$ cat src/rtl/tw_pkg.sv
// Function
// Software sets setup, hold and fast-plus timing before enabling master or slave.
// In dual mode master enables primary pins; secondary enable bit drives slave pins.
// Software should program the master bit-rate divider before enabling the master.
// Without timeout, software forces bus state idle by writing 0x1.
// The bus monitor treats the bus as idle after any Stop.
// Slave starts after own address written and slave enable set.
// Parties only pull lines low or release them; pull-ups give high.
// Device may hold master and slave and answer several addresses.
// Start is SDA falling with SCL high; Stop is SDA rising with SCL high.
// A Start not directly after a Stop counts as repeated Start.
// SDA stays stable while SCL is high and changes only while low.
// Each packet is eight bits MSB first plus one acknowledge bit.
// Receiver acknowledges by holding SDA low in the ninth clock.
// After Start the master sends a 7-bit address and direction bit.
// Exactly one address packet follows every Start or repeated Start.
// Direction 0 means master writes; direction 1 means slave sends data.
// With no data to send, master issues Stop right after the address.
// On a data not-acknowledge in a write, the master ends the transaction.
// Master reader acknowledges bytes it wants, not-acknowledges the final one.
// Combined transactions join segments with repeated Starts and no Stop.
// Any party may hold SCL low; the other side waits meanwhile.
// The device as slave stretches only just before or after acknowledge.
// Logic runs on one clock with synchronised pins; reset releases both lines.
package tw_pkg;

    // ------------------------------------------------------------
    // Timing
    // ------------------------------------------------------------
    localparam int CLK_PERIOD_NS = 20;
    localparam int SCL_HALF_NS = 5000;
    // Least time, so round up to whole cycles
    localparam int SCL_HALF_CYC = (SCL_HALF_NS + CLK_PERIOD_NS - 1) / CLK_PERIOD_NS;
    localparam int TMR_W = 12;

    // ------------------------------------------------------------
    // Packet layout
    // ------------------------------------------------------------
    localparam logic [3:0] ACK_BIT_IDX = 4'h8;
    localparam int DIR_BIT_POS = 0;

    // ------------------------------------------------------------
    // Reset values
    // ------------------------------------------------------------
    localparam logic LINE_IDLE_LEVEL = 1'b1;

    // ------------------------------------------------------------
    // Types
    // ------------------------------------------------------------
    typedef enum logic [1:0] {
        BUS_UNKNOWN = 2'h0,
        BUS_IDLE = 2'h1,
        BUS_OWNER = 2'h2,
        BUS_BUSY = 2'h3
    } tw_bus_t;

    typedef enum logic [1:0] {
        OP_START = 2'h0,
        OP_WRITE = 2'h1,
        OP_READ = 2'h2,
        OP_STOP = 2'h3
    } tw_op_t;

    typedef enum logic [3:0] {
        ST_IDLE = 4'h1,
        ST_START = 4'h2,
        ST_BIT = 4'h4,
        ST_STOP = 4'h8
    } tw_state_t;

endpackage

$ cat src/rtl/tw_host_master.sv
`timescale 1ns/1ps
module tw_host_master import tw_pkg::*; #(
    parameter int HALF_CYC = SCL_HALF_CYC
) (
    // Clock and reset
    input wire logic ref_clk,
    input wire logic rst,
    // Command port
    input wire logic cmd_valid,
    input wire logic [1:0] cmd_op,
    input wire logic [7:0] cmd_data,
    input wire logic cmd_last,
    output logic cmd_ready,
    // Answer port
    output logic resp_valid,
    output logic [7:0] resp_data,
    output logic resp_ack,
    output logic resp_err,
    // Bus state
    input wire logic force_idle,
    output logic [1:0] bus_state,
    // Open-drain SCL
    input wire logic scl_i,
    output logic scl_o,
    output logic scl_oe,
    // Open-drain SDA
    input wire logic sda_i,
    output logic sda_o,
    output logic sda_oe
);

    localparam logic [TMR_W-1:0] HALF_M1 = TMR_W'(HALF_CYC - 1);

    // ------------------------------------------------------------
    // Line monitor
    // ------------------------------------------------------------
    logic scl_s;
    logic sda_s;
    logic start_det;
    logic stop_det;

    tw_line_mon u_mon (
        .ref_clk(ref_clk),
        .rst(rst),
        .scl_i(scl_i),
        .sda_i(sda_i),
        .scl_s(scl_s),
        .sda_s(sda_s),
        .start_det(start_det),
        .stop_det(stop_det)
    );

    // ------------------------------------------------------------
    // State
    // ------------------------------------------------------------
    tw_state_t st;
    tw_bus_t bus;
    logic [1:0] ph;
    logic [TMR_W-1:0] tmr;
    logic [3:0] bit_cnt;
    logic [7:0] shreg;
    logic own;
    logic rd_dir;
    logic addr_phase;
    logic last;
    logic is_rd;
    logic stop_resp;

    // Lines are only ever pulled low, never driven high
    assign scl_o = 1'b0;
    assign sda_o = 1'b0;
    assign bus_state = bus;

    // ------------------------------------------------------------
    // Decode
    // ------------------------------------------------------------
    // SCL is released in phase 1 of every state, also in Start phase 2 and Stop phase 3
    wire wait_high = (st != ST_IDLE) && (ph == 2'h1);
    wire tmr_zero = (tmr == '0);
    // Count high time only once SCL is really high, so stretching holds us
    wire tmr_run = !wait_high || scl_s;
    wire step = tmr_zero && tmr_run;
    wire take = cmd_valid && cmd_ready;
    wire busy_ext = (bus != BUS_IDLE);
    wire bad_start = !own && busy_ext;
    wire bad_dir = (cmd_op == OP_WRITE && rd_dir) || (cmd_op == OP_READ && !rd_dir);
    wire refuse = (cmd_op == OP_START) ? bad_start : (!own || bad_dir);
    wire last_bit = (bit_cnt == ACK_BIT_IDX);
    wire byte_done = (st == ST_BIT) && (ph == 2'h1) && step && last_bit;
    // Writer sees released SDA as not-acknowledge; reader ends after last byte
    wire auto_stop = is_rd ? last : sda_s;
    // SDA pull-down enable for the coming SCL high phase (1 sends a 0 bit)
    wire next_sda_drv = last_bit ? (is_rd && !last) : (!is_rd && !shreg[7]);

    // ------------------------------------------------------------
    // Half-period timer
    // ------------------------------------------------------------
    // Reloads at every phase step, frozen while a stretched SCL stays low
    always_ff @(posedge ref_clk) begin
        if (rst) begin
            tmr <= '0;
        end else if (st == ST_IDLE || step) begin
            tmr <= HALF_M1;
        end else if (tmr_run) begin
            tmr <= tmr - 1'b1;
        end
    end

    // ------------------------------------------------------------
    // Bus state tracking
    // ------------------------------------------------------------
    // Foreign Starts on an idle bus mark it busy; any Stop frees it
    always_ff @(posedge ref_clk) begin
        if (rst) begin
            bus <= BUS_UNKNOWN;
        end else if (own) begin
            bus <= BUS_OWNER;
        end else if (bus == BUS_OWNER || stop_det) begin
            bus <= BUS_IDLE;
        end else if (force_idle && bus == BUS_UNKNOWN) begin
            bus <= BUS_IDLE;
        end else if (start_det && bus == BUS_IDLE && st != ST_START) begin
            bus <= BUS_BUSY;
        end
    end

    // ------------------------------------------------------------
    // Sequencer
    // ------------------------------------------------------------
    // Device setup writes are ordinary command sequences in caller order
    always_ff @(posedge ref_clk) begin
        if (rst) begin
            st <= ST_IDLE;
            ph <= 2'h0;
            bit_cnt <= 4'h0;
            shreg <= 8'h00;
            own <= 1'b0;
            rd_dir <= 1'b0;
            addr_phase <= 1'b0;
            last <= 1'b0;
            is_rd <= 1'b0;
            stop_resp <= 1'b0;
            scl_oe <= 1'b0;
            sda_oe <= 1'b0;
            cmd_ready <= 1'b0;
            resp_valid <= 1'b0;
            resp_data <= 8'h00;
            resp_ack <= 1'b0;
            resp_err <= 1'b0;
        end else begin
            resp_valid <= 1'b0;
            case (st)
                ST_IDLE: begin
                    cmd_ready <= !take;
                    if (take && refuse) begin
                        resp_valid <= 1'b1;
                        resp_err <= 1'b1;
                        resp_ack <= 1'b0;
                    end else if (take) begin
                        resp_err <= 1'b0;
                        last <= cmd_last;
                        bit_cnt <= 4'h0;
                        stop_resp <= 1'b0;
                        case (cmd_op)
                            OP_START: begin
                                // Repeated Start if we still own the bus
                                st <= ST_START;
                                ph <= 2'h0;
                                sda_oe <= 1'b0;
                                shreg <= cmd_data;
                                rd_dir <= cmd_data[DIR_BIT_POS];
                                addr_phase <= 1'b1;
                                is_rd <= 1'b0;
                            end
                            OP_WRITE: begin
                                st <= ST_BIT;
                                ph <= 2'h2;
                                shreg <= cmd_data;
                                addr_phase <= 1'b0;
                                is_rd <= 1'b0;
                            end
                            OP_READ: begin
                                st <= ST_BIT;
                                ph <= 2'h2;
                                shreg <= 8'h00;
                                addr_phase <= 1'b0;
                                is_rd <= 1'b1;
                            end
                            default: begin
                                // Allowed straight after the address packet
                                st <= ST_STOP;
                                ph <= 2'h0;
                                stop_resp <= 1'b1;
                            end
                        endcase
                    end
                end
                ST_START: begin
                    if (step) begin
                        case (ph)
                            2'h0: begin
                                scl_oe <= 1'b0;
                                ph <= 2'h1;
                            end
                            2'h1: begin
                                sda_oe <= 1'b1;
                                ph <= 2'h2;
                            end
                            default: begin
                                scl_oe <= 1'b1;
                                own <= 1'b1;
                                st <= ST_BIT;
                                ph <= 2'h2;
                            end
                        endcase
                    end
                end
                ST_BIT: begin
                    if (step) begin
                        case (ph)
                            2'h0: begin
                                scl_oe <= 1'b0;
                                ph <= 2'h1;
                            end
                            2'h1: begin
                                scl_oe <= 1'b1;
                                if (last_bit) begin
                                    resp_valid <= 1'b1;
                                    resp_data <= shreg;
                                    resp_ack <= !sda_s;
                                    addr_phase <= 1'b0;
                                    st <= auto_stop ? ST_STOP : ST_IDLE;
                                    ph <= 2'h0;
                                end else begin
                                    shreg <= {shreg[6:0], sda_s};
                                    bit_cnt <= bit_cnt + 4'h1;
                                    ph <= 2'h2;
                                end
                            end
                            default: begin
                                // SCL has been low for a half period here
                                sda_oe <= next_sda_drv;
                                ph <= 2'h0;
                            end
                        endcase
                    end
                end
                ST_STOP: begin
                    if (step) begin
                        case (ph)
                            2'h0: begin
                                sda_oe <= 1'b1;
                                ph <= 2'h2;
                            end
                            2'h2: begin
                                scl_oe <= 1'b0;
                                ph <= 2'h1;
                            end
                            2'h1: begin
                                sda_oe <= 1'b0;
                                ph <= 2'h3;
                            end
                            default: begin
                                own <= 1'b0;
                                resp_valid <= stop_resp;
                                resp_ack <= 1'b0;
                                st <= ST_IDLE;
                                ph <= 2'h0;
                            end
                        endcase
                    end
                end
                default: begin
                    st <= ST_IDLE;
                    ph <= 2'h0;
                end
            endcase
        end
    end

    // ------------------------------------------------------------
    // Checks
    // ------------------------------------------------------------
    a_sda_low_only: assert property (@(posedge ref_clk) disable iff (rst)
        (st == ST_BIT && $changed(sda_oe)) |-> scl_oe && $past(scl_oe))
        else $error("SDA moved while SCL was released during a bit");

    a_start_shape: assert property (@(posedge ref_clk) disable iff (rst)
        ($rose(sda_oe) && !scl_oe) |-> st == ST_START)
        else $error("SDA pulled under high SCL outside a Start");

    a_stop_shape: assert property (@(posedge ref_clk) disable iff (rst)
        ($fell(sda_oe) && !scl_oe) |-> st == ST_STOP)
        else $error("SDA released under high SCL outside a Stop");

    a_nine_bits: assert property (@(posedge ref_clk) disable iff (rst)
        (st == ST_BIT && ph == 2'h1 && step && !last_bit) |=>
        st == ST_BIT && bit_cnt == $past(bit_cnt) + 4'h1)
        else $error("byte did not span nine clocks");

    a_read_ack: assert property (@(posedge ref_clk) disable iff (rst)
        (st == ST_BIT && is_rd && last_bit && ph == 2'h1) |-> sda_oe == !last)
        else $error("wrong acknowledge driven on read");

    a_nack_stop: assert property (@(posedge ref_clk) disable iff (rst)
        (byte_done && !is_rd && sda_s) |=> st == ST_STOP ##1 (st == ST_STOP)[*2])
        else $error("no Stop after a refused write byte");

    a_stretch_wait: assert property (@(posedge ref_clk) disable iff (rst)
        (st == ST_BIT && ph == 2'h1 && !scl_s) |=> tmr == $past(tmr) && scl_oe == 1'b0)
        else $error("high time counted while SCL held low");

    a_addr_first: assert property (@(posedge ref_clk) disable iff (rst)
        (st == ST_START ##1 st == ST_BIT) |-> addr_phase && !is_rd)
        else $error("Start not followed by an address packet");

    a_start_idle: assert property (@(posedge ref_clk) disable iff (rst)
        (take && cmd_op == OP_START && !own && bus != BUS_IDLE) |=>
        st == ST_IDLE && resp_valid && resp_err)
        else $error("Start issued on a bus not known idle");

    a_read_release: assert property (@(posedge ref_clk) disable iff (rst)
        (st == ST_BIT && is_rd && !last_bit && ph != 2'h2) |-> !sda_oe)
        else $error("master drove SDA during a read data bit");

endmodule

$ cat src/rtl/tw_line_mon.sv
`timescale 1ns/1ps
module tw_line_mon import tw_pkg::*; (
    // Clock and reset
    input wire logic ref_clk,
    input wire logic rst,
    // Raw bus lines
    input wire logic scl_i,
    input wire logic sda_i,
    // Synchronised levels and conditions
    output logic scl_s,
    output logic sda_s,
    output logic start_det,
    output logic stop_det
);

    // ------------------------------------------------------------
    // Synchronisers and delayed copies
    // ------------------------------------------------------------
    logic scl_m;
    logic sda_m;
    logic scl_d;
    logic sda_d;

    // First stage feeds only the second; edge logic looks at later stages
    always_ff @(posedge ref_clk) begin
        if (rst) begin
            scl_m <= LINE_IDLE_LEVEL;
            sda_m <= LINE_IDLE_LEVEL;
            scl_s <= LINE_IDLE_LEVEL;
            sda_s <= LINE_IDLE_LEVEL;
            scl_d <= LINE_IDLE_LEVEL;
            sda_d <= LINE_IDLE_LEVEL;
        end else begin
            scl_m <= scl_i;
            sda_m <= sda_i;
            scl_s <= scl_m;
            sda_s <= sda_m;
            scl_d <= scl_s;
            sda_d <= sda_s;
        end
    end

    // ------------------------------------------------------------
    // Start and Stop detection
    // ------------------------------------------------------------
    wire is_start = scl_s && scl_d && sda_d && !sda_s;
    wire is_stop = scl_s && scl_d && !sda_d && sda_s;

    // SDA edge while SCL held high on both samples
    always_ff @(posedge ref_clk) begin
        if (rst) begin
            start_det <= 1'b0;
            stop_det <= 1'b0;
        end else begin
            start_det <= is_start;
            stop_det <= is_stop;
        end
    end

    a_start_seen: assert property (@(posedge ref_clk) disable iff (rst)
        start_det |-> $past(scl_s) && $past(sda_d) && !$past(sda_s))
        else $error("start flagged without falling SDA under high SCL");

    a_stop_seen: assert property (@(posedge ref_clk) disable iff (rst)
        (scl_s && scl_d && !sda_d && sda_s) |=> stop_det)
        else $error("stop condition missed");

endmodule

$ cat config.mk
export PLATFORM = sky130hd
export DESIGN_NAME = tw_host_master
export DESIGN_NICKNAME = d
export VERILOG_FILES = /design/src/rtl/tw_pkg.sv /design/src/rtl/tw_host_master.sv /design/src/rtl/tw_line_mon.sv
export SDC_FILE = /design/constraint.sdc
export NUM_CORES = 1
export LEC_CHECK = 0
export BUFFER_PORTS_ARGS = -buffer_cell sky130_fd_sc_hd__buf_2
export CORE_MARGIN = 10
export CORE_UTILIZATION = 53
export DETAILED_ROUTE_END_ITERATION = 16
export GPL_TIMING_DRIVEN = 0
export PLACE_DENSITY = 0.87
export SLEW_MARGIN = 10
export SYNTH_ARGS = -nofsm -noshare
export SYNTH_HDL_FRONTEND = slang
export SYNTH_HIERARCHICAL = 1
export SYNTH_SLANG_ARGS = --single-unit
$ cat constraint.sdc
create_clock -name ref_clk -period 1.95 [get_ports ref_clk]
set_input_delay 0.2925 -clock ref_clk [delete_from_list [all_inputs] [get_ports ref_clk]]
set_output_delay 0.2925 -clock ref_clk [all_outputs]
set_load 0.01 [all_outputs]
==> results of run 1 <==
-- final timing paths --
| check | startpoint | to | slack, ns |
|---|---|---|---|
| setup / recovery | cmd_op[0] | st[3] | -0.26 |
| hold / removal | scl_i | u_mon/scl_m | 0.11 |
| setup reg to reg | rd_dir | st[3] | -0.25 |
| hold reg to reg | u_mon/sda_m | u_mon/sda_s | 0.41 |
-- stage by stage --
step           power [uW]  cell area (um^2)
2_1_floorplan        2790              3180
4_1_cts              4530              3980
5_1_grt              5430              4330
3_3_place_gp         3100              3430
6_report             5230              4330
3_5_place_dp         3150              3430
-- metal layers --
metal	vias up	routed length, um	global-route usage [%]
met5	-	0	0
met4	0	1070	10.9
met3	118	1210	6.17
met1	1579	4050	22.1
li1	1451	-	-
met2	301	5140	30.6
-- sequential cells by signal, summed over array words and instances (netlist names), 2 cells and up --
signal and count:
bit_cnt 4, resp_data 8, tmr 12, shreg 8
bus_state 2, st 4, ph 2
-- cell type report --
type                       instances  area (um^2)  share of cell area, %
inverter                          16         60.1                   1.39
timing repair buffer              73          510                   11.8
sequential                        59         1200                   27.7
multi-input combinational        251         2160                   49.8
clock inverter                     5         30.0                  0.693
clock buffer                      10          138                   3.18
tap                               72         90.1                   2.08
buffer                            17          149                   3.44
-- cell families after synthesis --
| family | Yosys count |
|---|---|
| AND/OR/NAND/NOR | 120 |
| other | 1 |
| flip-flops | 59 |
| multiplexers | 14 |
| adder cells (fa/ha/maj) | 12 |
| buffers and inverters | 39 |
| XOR/XNOR | 9 |
| AO/OA/AOI/OAI | 94 |
-- power breakdown --
group	leakage, uW	switching (uW)	total, uW	internal [uW]
Clock	0.0000839	528	1010	481
Combinational	0.00110	1440	2620	1180
Sequential	0.000483	217	1600	1390
Total	0.00166	2180	5230	3050
-- synth_stat cells (4+ instances only) --
library cell   n  area (um^2)
nand2_1       13         48.8
inv_1         16         60.1
nand3_1        8         40.0
a31oi_1       14         87.6
a311oi_1       4         35.0
nor3b_1       10         75.1
dfxtp_1       59         1180
nor3_1        13         65.1
a21oi_1       27          135
a211oi_1      13         97.6
nor2_1        32          120
o21ai_0       11         55.1
buf_2          7         35.0
clkbuf_1      10         37.5
mux2i_1       12          120
xnor2_1        4         35.0
or3_1          5         31.3
ha_1          12          150
xor2_1         5         43.8
-- worst max-delay path: cells and delay by family --
family	cells	cell delay (ns)
buffers and inverters	3	0.35
AOI/OAI and AO/OA	2	0.42
and+or+nand+nor	1	0.60
muxes	2	0.60
adders and majority gates	1	0.18
-- timing repair --
item                       CTS  global route
gates resized for setup     48            64
setup endpoints to repair   38            38
setup buffers               29            11
gates cloned                 0             1
pin swaps                   14            21
==> out/results.txt, run 1 <==
Setup Skew: 0.0138 ns
Fillers: 348
PortBufs: 32
Min-delay worst type: input pin to flip-flop
Routed length per instance: 22.8 um
Final core occ: 77.2%
Global router's overall resource usage: 19.2%
CTS H-tree depth: 3
Peak supply drop: 800 uV
TritonCTS Buffers: 9
Number of antenna diodes: 0
Post-synth EDFFs: 0
Critical Path Start Type: input pin
CP Cell Sequence: buf_2, inv_1, ha_2, buf_6, mux2i_1, o22a_1, a31oi_2, or4b_4, mux2_4
Clock buffer depth: 2
Max Transition Viols Final: 0
Vias in the first global route: 3,006
Crit Path Category: input pin to flip-flop
Unrepaired setup endpoints after global routing: yes
Final WL: 11,500 um
TritonCTS clock tree: built
Required @ worst endpoint: 2.20 ns
Status: finished, violations left
Largest family of logic cells by synthesized area: simple AND/OR/NAND/NOR gates
First-pass GRT wire length: 15,000 um
Tcrit/Tclk final: 113%
Synth async-reset ratio: 0%
PD cells: 1210 mW/mm^2
Initial antenna violation count: 0
Worst reg-to-reg path cell count: 5
Io pins: 35
Hold Crit Depth: 2
HPWL after detailed placement: 5730 um
Slew @ Worst Pin: 0.778 ns
Slew Limit Headroom: 48.1%
Final Hold Fails: 0
Drt pass-1 iters: 8
CP Capture Type: flip-flop
Pleak: 0.00166 uW
Count of cell types in the netlist: 68
Final setup vio count: 30
Number of synthesis warnings: 6
Nets: 456
Worst EP arrival: 2.45 ns
Core Footprint: 0.00561 mm^2
Drt via density: 6.86
Final setup margin: -0.257 ns
Clk_lat worst skew: 0.37 ns
Post-route ant nets: 0
Max-cap violation count: 0
Row cnt: 27
Mux contribution to synthesized area: 4.70%
Post-Synth Adder-Cell Area: 4.82%
Pin count of the biggest net entering global routing: 11
Yosys reg bits: 59
Die Width: 96.6 um
Starting DRC count in detailed routing: 558
CTS clock-pin slew for the worst setup and hold paths: 0.07 ns
Largest fanout on the critical path: 10
Die span in y: 96.6 um
Routability cong.: 1.00
Area Overhead vs Synth: 39.1%
Num Clock Sinks: 59
Pre-CTS setup slack: -0.542 ns
# hold bufs at CTS: 0
Final min period: 2.21 ns
Setup TNS Final: -2.48 ns
Hold Slack: 0.106 ns
Via count: 3,449
DIE AREA: 0.00934 mm^2
GRT Residual Overflow: 0
Starting Density: 55.5%
Fin cells: 503
Clock root buffer: clkbuf_8
Syn avg cell area: 8.95 um^2
Layout cells sized above 1: 43.6%
Simple-Gate Fraction of Synth Area: 23.8%
Most common cell after layout, fill and taps aside: dfxtp_1
Placed cells: 453
Post-synthesis compound-gate area fraction: 20.5%
Mapped Area: 0.00311 mm^2
Xor/xnor share of the synthesized area: 2.53%
# DRC: 0
Most frequent cells in the layout: dfxtp_1, buf_4, buf_2
Max incr delay on CP: 0.60 ns
Ys flop type: dfxtp_1
Sequential fraction of the synthesis area: 37.9%
Failing checks: negative setup slack
Slowest-stage cell, CP: or4b_4
Cells after Synth: 348
FMAX: 453 MHz
Note: power is estimated with default switching activity, not from simulation.
==> run 2, diff against run 1 <==
- ABC_AREA: not set -> 1
- CELL_PAD_IN_SITES_DETAIL_PLACEMENT: not set -> 1
- CELL_PAD_IN_SITES_GLOBAL_PLACEMENT: not set -> 2
- CORE_UTILIZATION: 53 -> 29
- PLACE_DENSITY: 0.87 -> 0.86
- clock period: 1.95 -> 2 ns (I/O delays scaled with it)
==> run 2 against run 1 <==
  * Flip-flop and latch count stayed put
  * Global-route usage down 6.6 points
  * The run now ends clean
  * Hold slack better by 0.022 ns
  * Cell count is 29% higher
  * Die area up 64%
  * Synthesized cell count rose by 32%
  * Largest cell class unchanged
  * Sequential power grew 3%
  * Count of clock-buffer cells in the layout fell by 1
  * Non-clock buffer count is 42 lower
  * Critical endpoint is now tmr[6]
  * Clock skew is 0.00056 ns lower
  * Setup slack better by 0.38 ns
  * Critical path depth is 2 higher
==> out/results.txt, run 2 <==
First-pass GRT wire length: 15,200 um
Grt met1 use: 15.8%
GR Util met2: 20.5%
Required @ worst endpoint: 2.30 ns
Final setup margin: 0.126 ns
Synth async-reset ratio: 0%
Cell type with the largest total area after synthesis: dfxtp_1
Pin count of the biggest net entering global routing: 13
Most common cell after layout, fill and taps aside: nand2_1
Clk pwr share: 20.7%
Yosys reg bits: 59
DIE AREA: 0.0153 mm^2
# hold bufs at CTS: 0
Fillers: 1,341
CP Capture Type: flip-flop
GR peak layer: met2
Post-synthesis compound-gate area fraction: 13.2%
Setup Skew: 0.0132 ns
Internal: 2950 uW
Final Hold Fails: 0
Area contributors post-synth: dfxtp_1, nand2_1, nor2_1
Register share of total power: 30.2%
Clk_lat worst skew: 0.35 ns
CTS clock-pin slew for the worst setup and hold paths: 0.08 ns
Count of cell types in the netlist: 36
PortBufs: 32
Row cnt: 37
Max Transition Viols Final: 0
Setup TNS Final: 0 ns
Initial antenna violation count: 0
Status: completed
HPWL after detailed placement: 7000 um
Peak supply drop: 399 uV
Hold Slack: 0.129 ns
Clock buffer depth: 2
Final core occ: 36.2%
Slew @ Worst Pin: 0.603 ns
Global router's overall resource usage: 12.6%
Area Overhead vs Synth: 20.9%
Starting Density: 29.9%
Starting DRC count in detailed routing: 129
Via count: 3,065
PD cells: 1450 mW/mm^2
TritonCTS Buffers: 9
GRT Residual Overflow: 0
Cells after Synth: 460
GRT met3 Usage: 2.40%
Logic gate share of total power: 49.1%
TritonCTS clock tree: built
Vias in the first global route: 3,057
Most numerous cell in the Yosys netlist: nand2_1
Regs by FF count: tmr (12), resp_data (8), shreg (8)
Post-synth EDFFs: 0
Final setup vio count: 0
R2r setup slk: 0.13 ns
Post-route ant nets: 0
Top-area cell type share of the netlist area: 37.9%
Number of antenna diodes: 0
Layout cells sized above 1: 18.5%
Pleak: 0.00174 uW
Largest fanout on the critical path: 10
CTS H-tree depth: 3
Critical Path Start Type: flip-flop
Routability cong.: 0.844
Crit Path Category: flip-flop to flip-flop
Nets: 538
Hold Crit Depth: 2
Synth top cells by count: nand2_1, nor2_1, dfxtp_1
Mapped Area: 0.00312 mm^2
Slew Limit Headroom: 59.8%
Tcrit/Tclk final: 93.7%
Most frequent cells in the layout: nand2_1, nor2_1, dfxtp_1
Xor/xnor share of the synthesized area: 1.97%
Drt pass-1 iters: 4
Pwr Total: 5460 uW
Drt via density: 4.72
Pre-CTS setup slack: -0.245 ns
Syn avg cell area: 6.78 um^2
Core Footprint: 0.0104 mm^2
Ys flop type: dfxtp_1
Num Clock Sinks: 59
R2R Path End: tmr[6]
Post-Synth Adder-Cell Area: 4.81%
Clock root buffer: clkbuf_8
Final WL: 9330 um
Net Switching: 2520 uW
Worst EP arrival: 2.17 ns
Min-delay worst type: input pin to flip-flop
Sequential fraction of the synthesis area: 37.9%
# DRC: 0
Unrepaired setup endpoints after global routing: no
Worst Hold End: u_mon/scl_m
Max reg flops: 12
FF-to-FF Start: ph[1]
Die Width: 124 um
Mux contribution to synthesized area: 0%
Hold Crit Start: scl_i
Most flop-heavy register: tmr
Max-cap violation count: 0
Simple-Gate Fraction of Synth Area: 32.9%
Io pins: 35
FMAX: 534 MHz
Number of synthesis warnings: 6
Final min period: 1.87 ns
Routed length per instance: 14.4 um
Switch share: 46.1%
Largest family of logic cells by synthesized area: simple AND/OR/NAND/NOR gates
Die span in y: 124 um
Worst reg-to-reg path cell count: 11
[run 2: power groups by stage]
stage / logic (uW) / registers, uW / clock network (uW)
2_1_floorplan: 1810 / 1630 / 0
3_3_place_gp: 2330 / 1660 / 0
3_5_place_dp: 2400 / 1670 / 0
4_1_cts: 2530 / 1640 / 1160
5_1_grt: 3050 / 1690 / 1220
6_report: 2680 / 1650 / 1130
[run 2: worst max path at each step]
stage / slack (ns) / endpoint / from / cells past startpoint
global route: 0.01 / bit_cnt[1] / ph[1] / 10
finish: 0.13 / tmr[6] / ph[1] / 11
detailed placement: -0.25 / shreg[6] / cmd_op[0] / 14
CTS: 0.01 / bit_cnt[0] / ph[1] / 10
global placement: -0.19 / shreg[4] / cmd_op[0] / 14
floorplan: 0.31 / shreg[0] / cmd_op[0] / 13
[run 2: stage by stage]
step | cells | instance area [um^2]
after floorplan | 461 | 3120
after CTS | 647 | 3680
after detailed placement | 629 | 3450
final | 650 | 3770
after global routing | 650 | 3770
after global placement | 629 | 3450
[run 2: cell type report]
type                            count  area, um^2  share of cell area, %
Clock inverter                      7        76.3                   2.02
Buffer                             11        63.8                   1.69
Inverter                           61         233                   6.17
Sequential cell                    59        1180                   31.3
Tap cell                          136         170                   4.51
Timing Repair Buffer               37         198                   5.24
Clock buffer                        9         124                   3.29
Multi-Input combinational cell    330        1720                   45.7
[run 2: layer usage]
layer	vias to the layer above	share of wire, %
met5	-	0
met4	0	1.1
met3	7	3.6
met2	43	48
met1	1448	47
li1	1567	-
[run 2: cell families (layout without fill, tap and decap cells)]
logic type,count (synthesis),in the layout
AOI/OAI and AO/OA,75,75
xor gates and xnor gates,7,7
adders and majority gates,12,12
buffers and inverters,72,125
DFF,59,59
other,1,2
and+or+nand+nor,234,234
[run 2: what timing repair did]
item,in CTS,in global routing
pin swaps,1,4
setup buffers,2,3
resized for setup,4,20
gates cloned,0,0
setup endpoints to repair,23,38
[run 2: worst max-delay path, stage by stage (launching register included)]
cell and delay, ns:
dfxtp_1 0.39, inv_1 0.11, ha_4 0.19, inv_2 0.11, nor2_2 0.06, nand2_2 0.13, buf_6 0.17, nand3_1 0.17
nor2_2 0.17, xor2_1 0.17, o21ai_0 0.09, inv_1 0.08
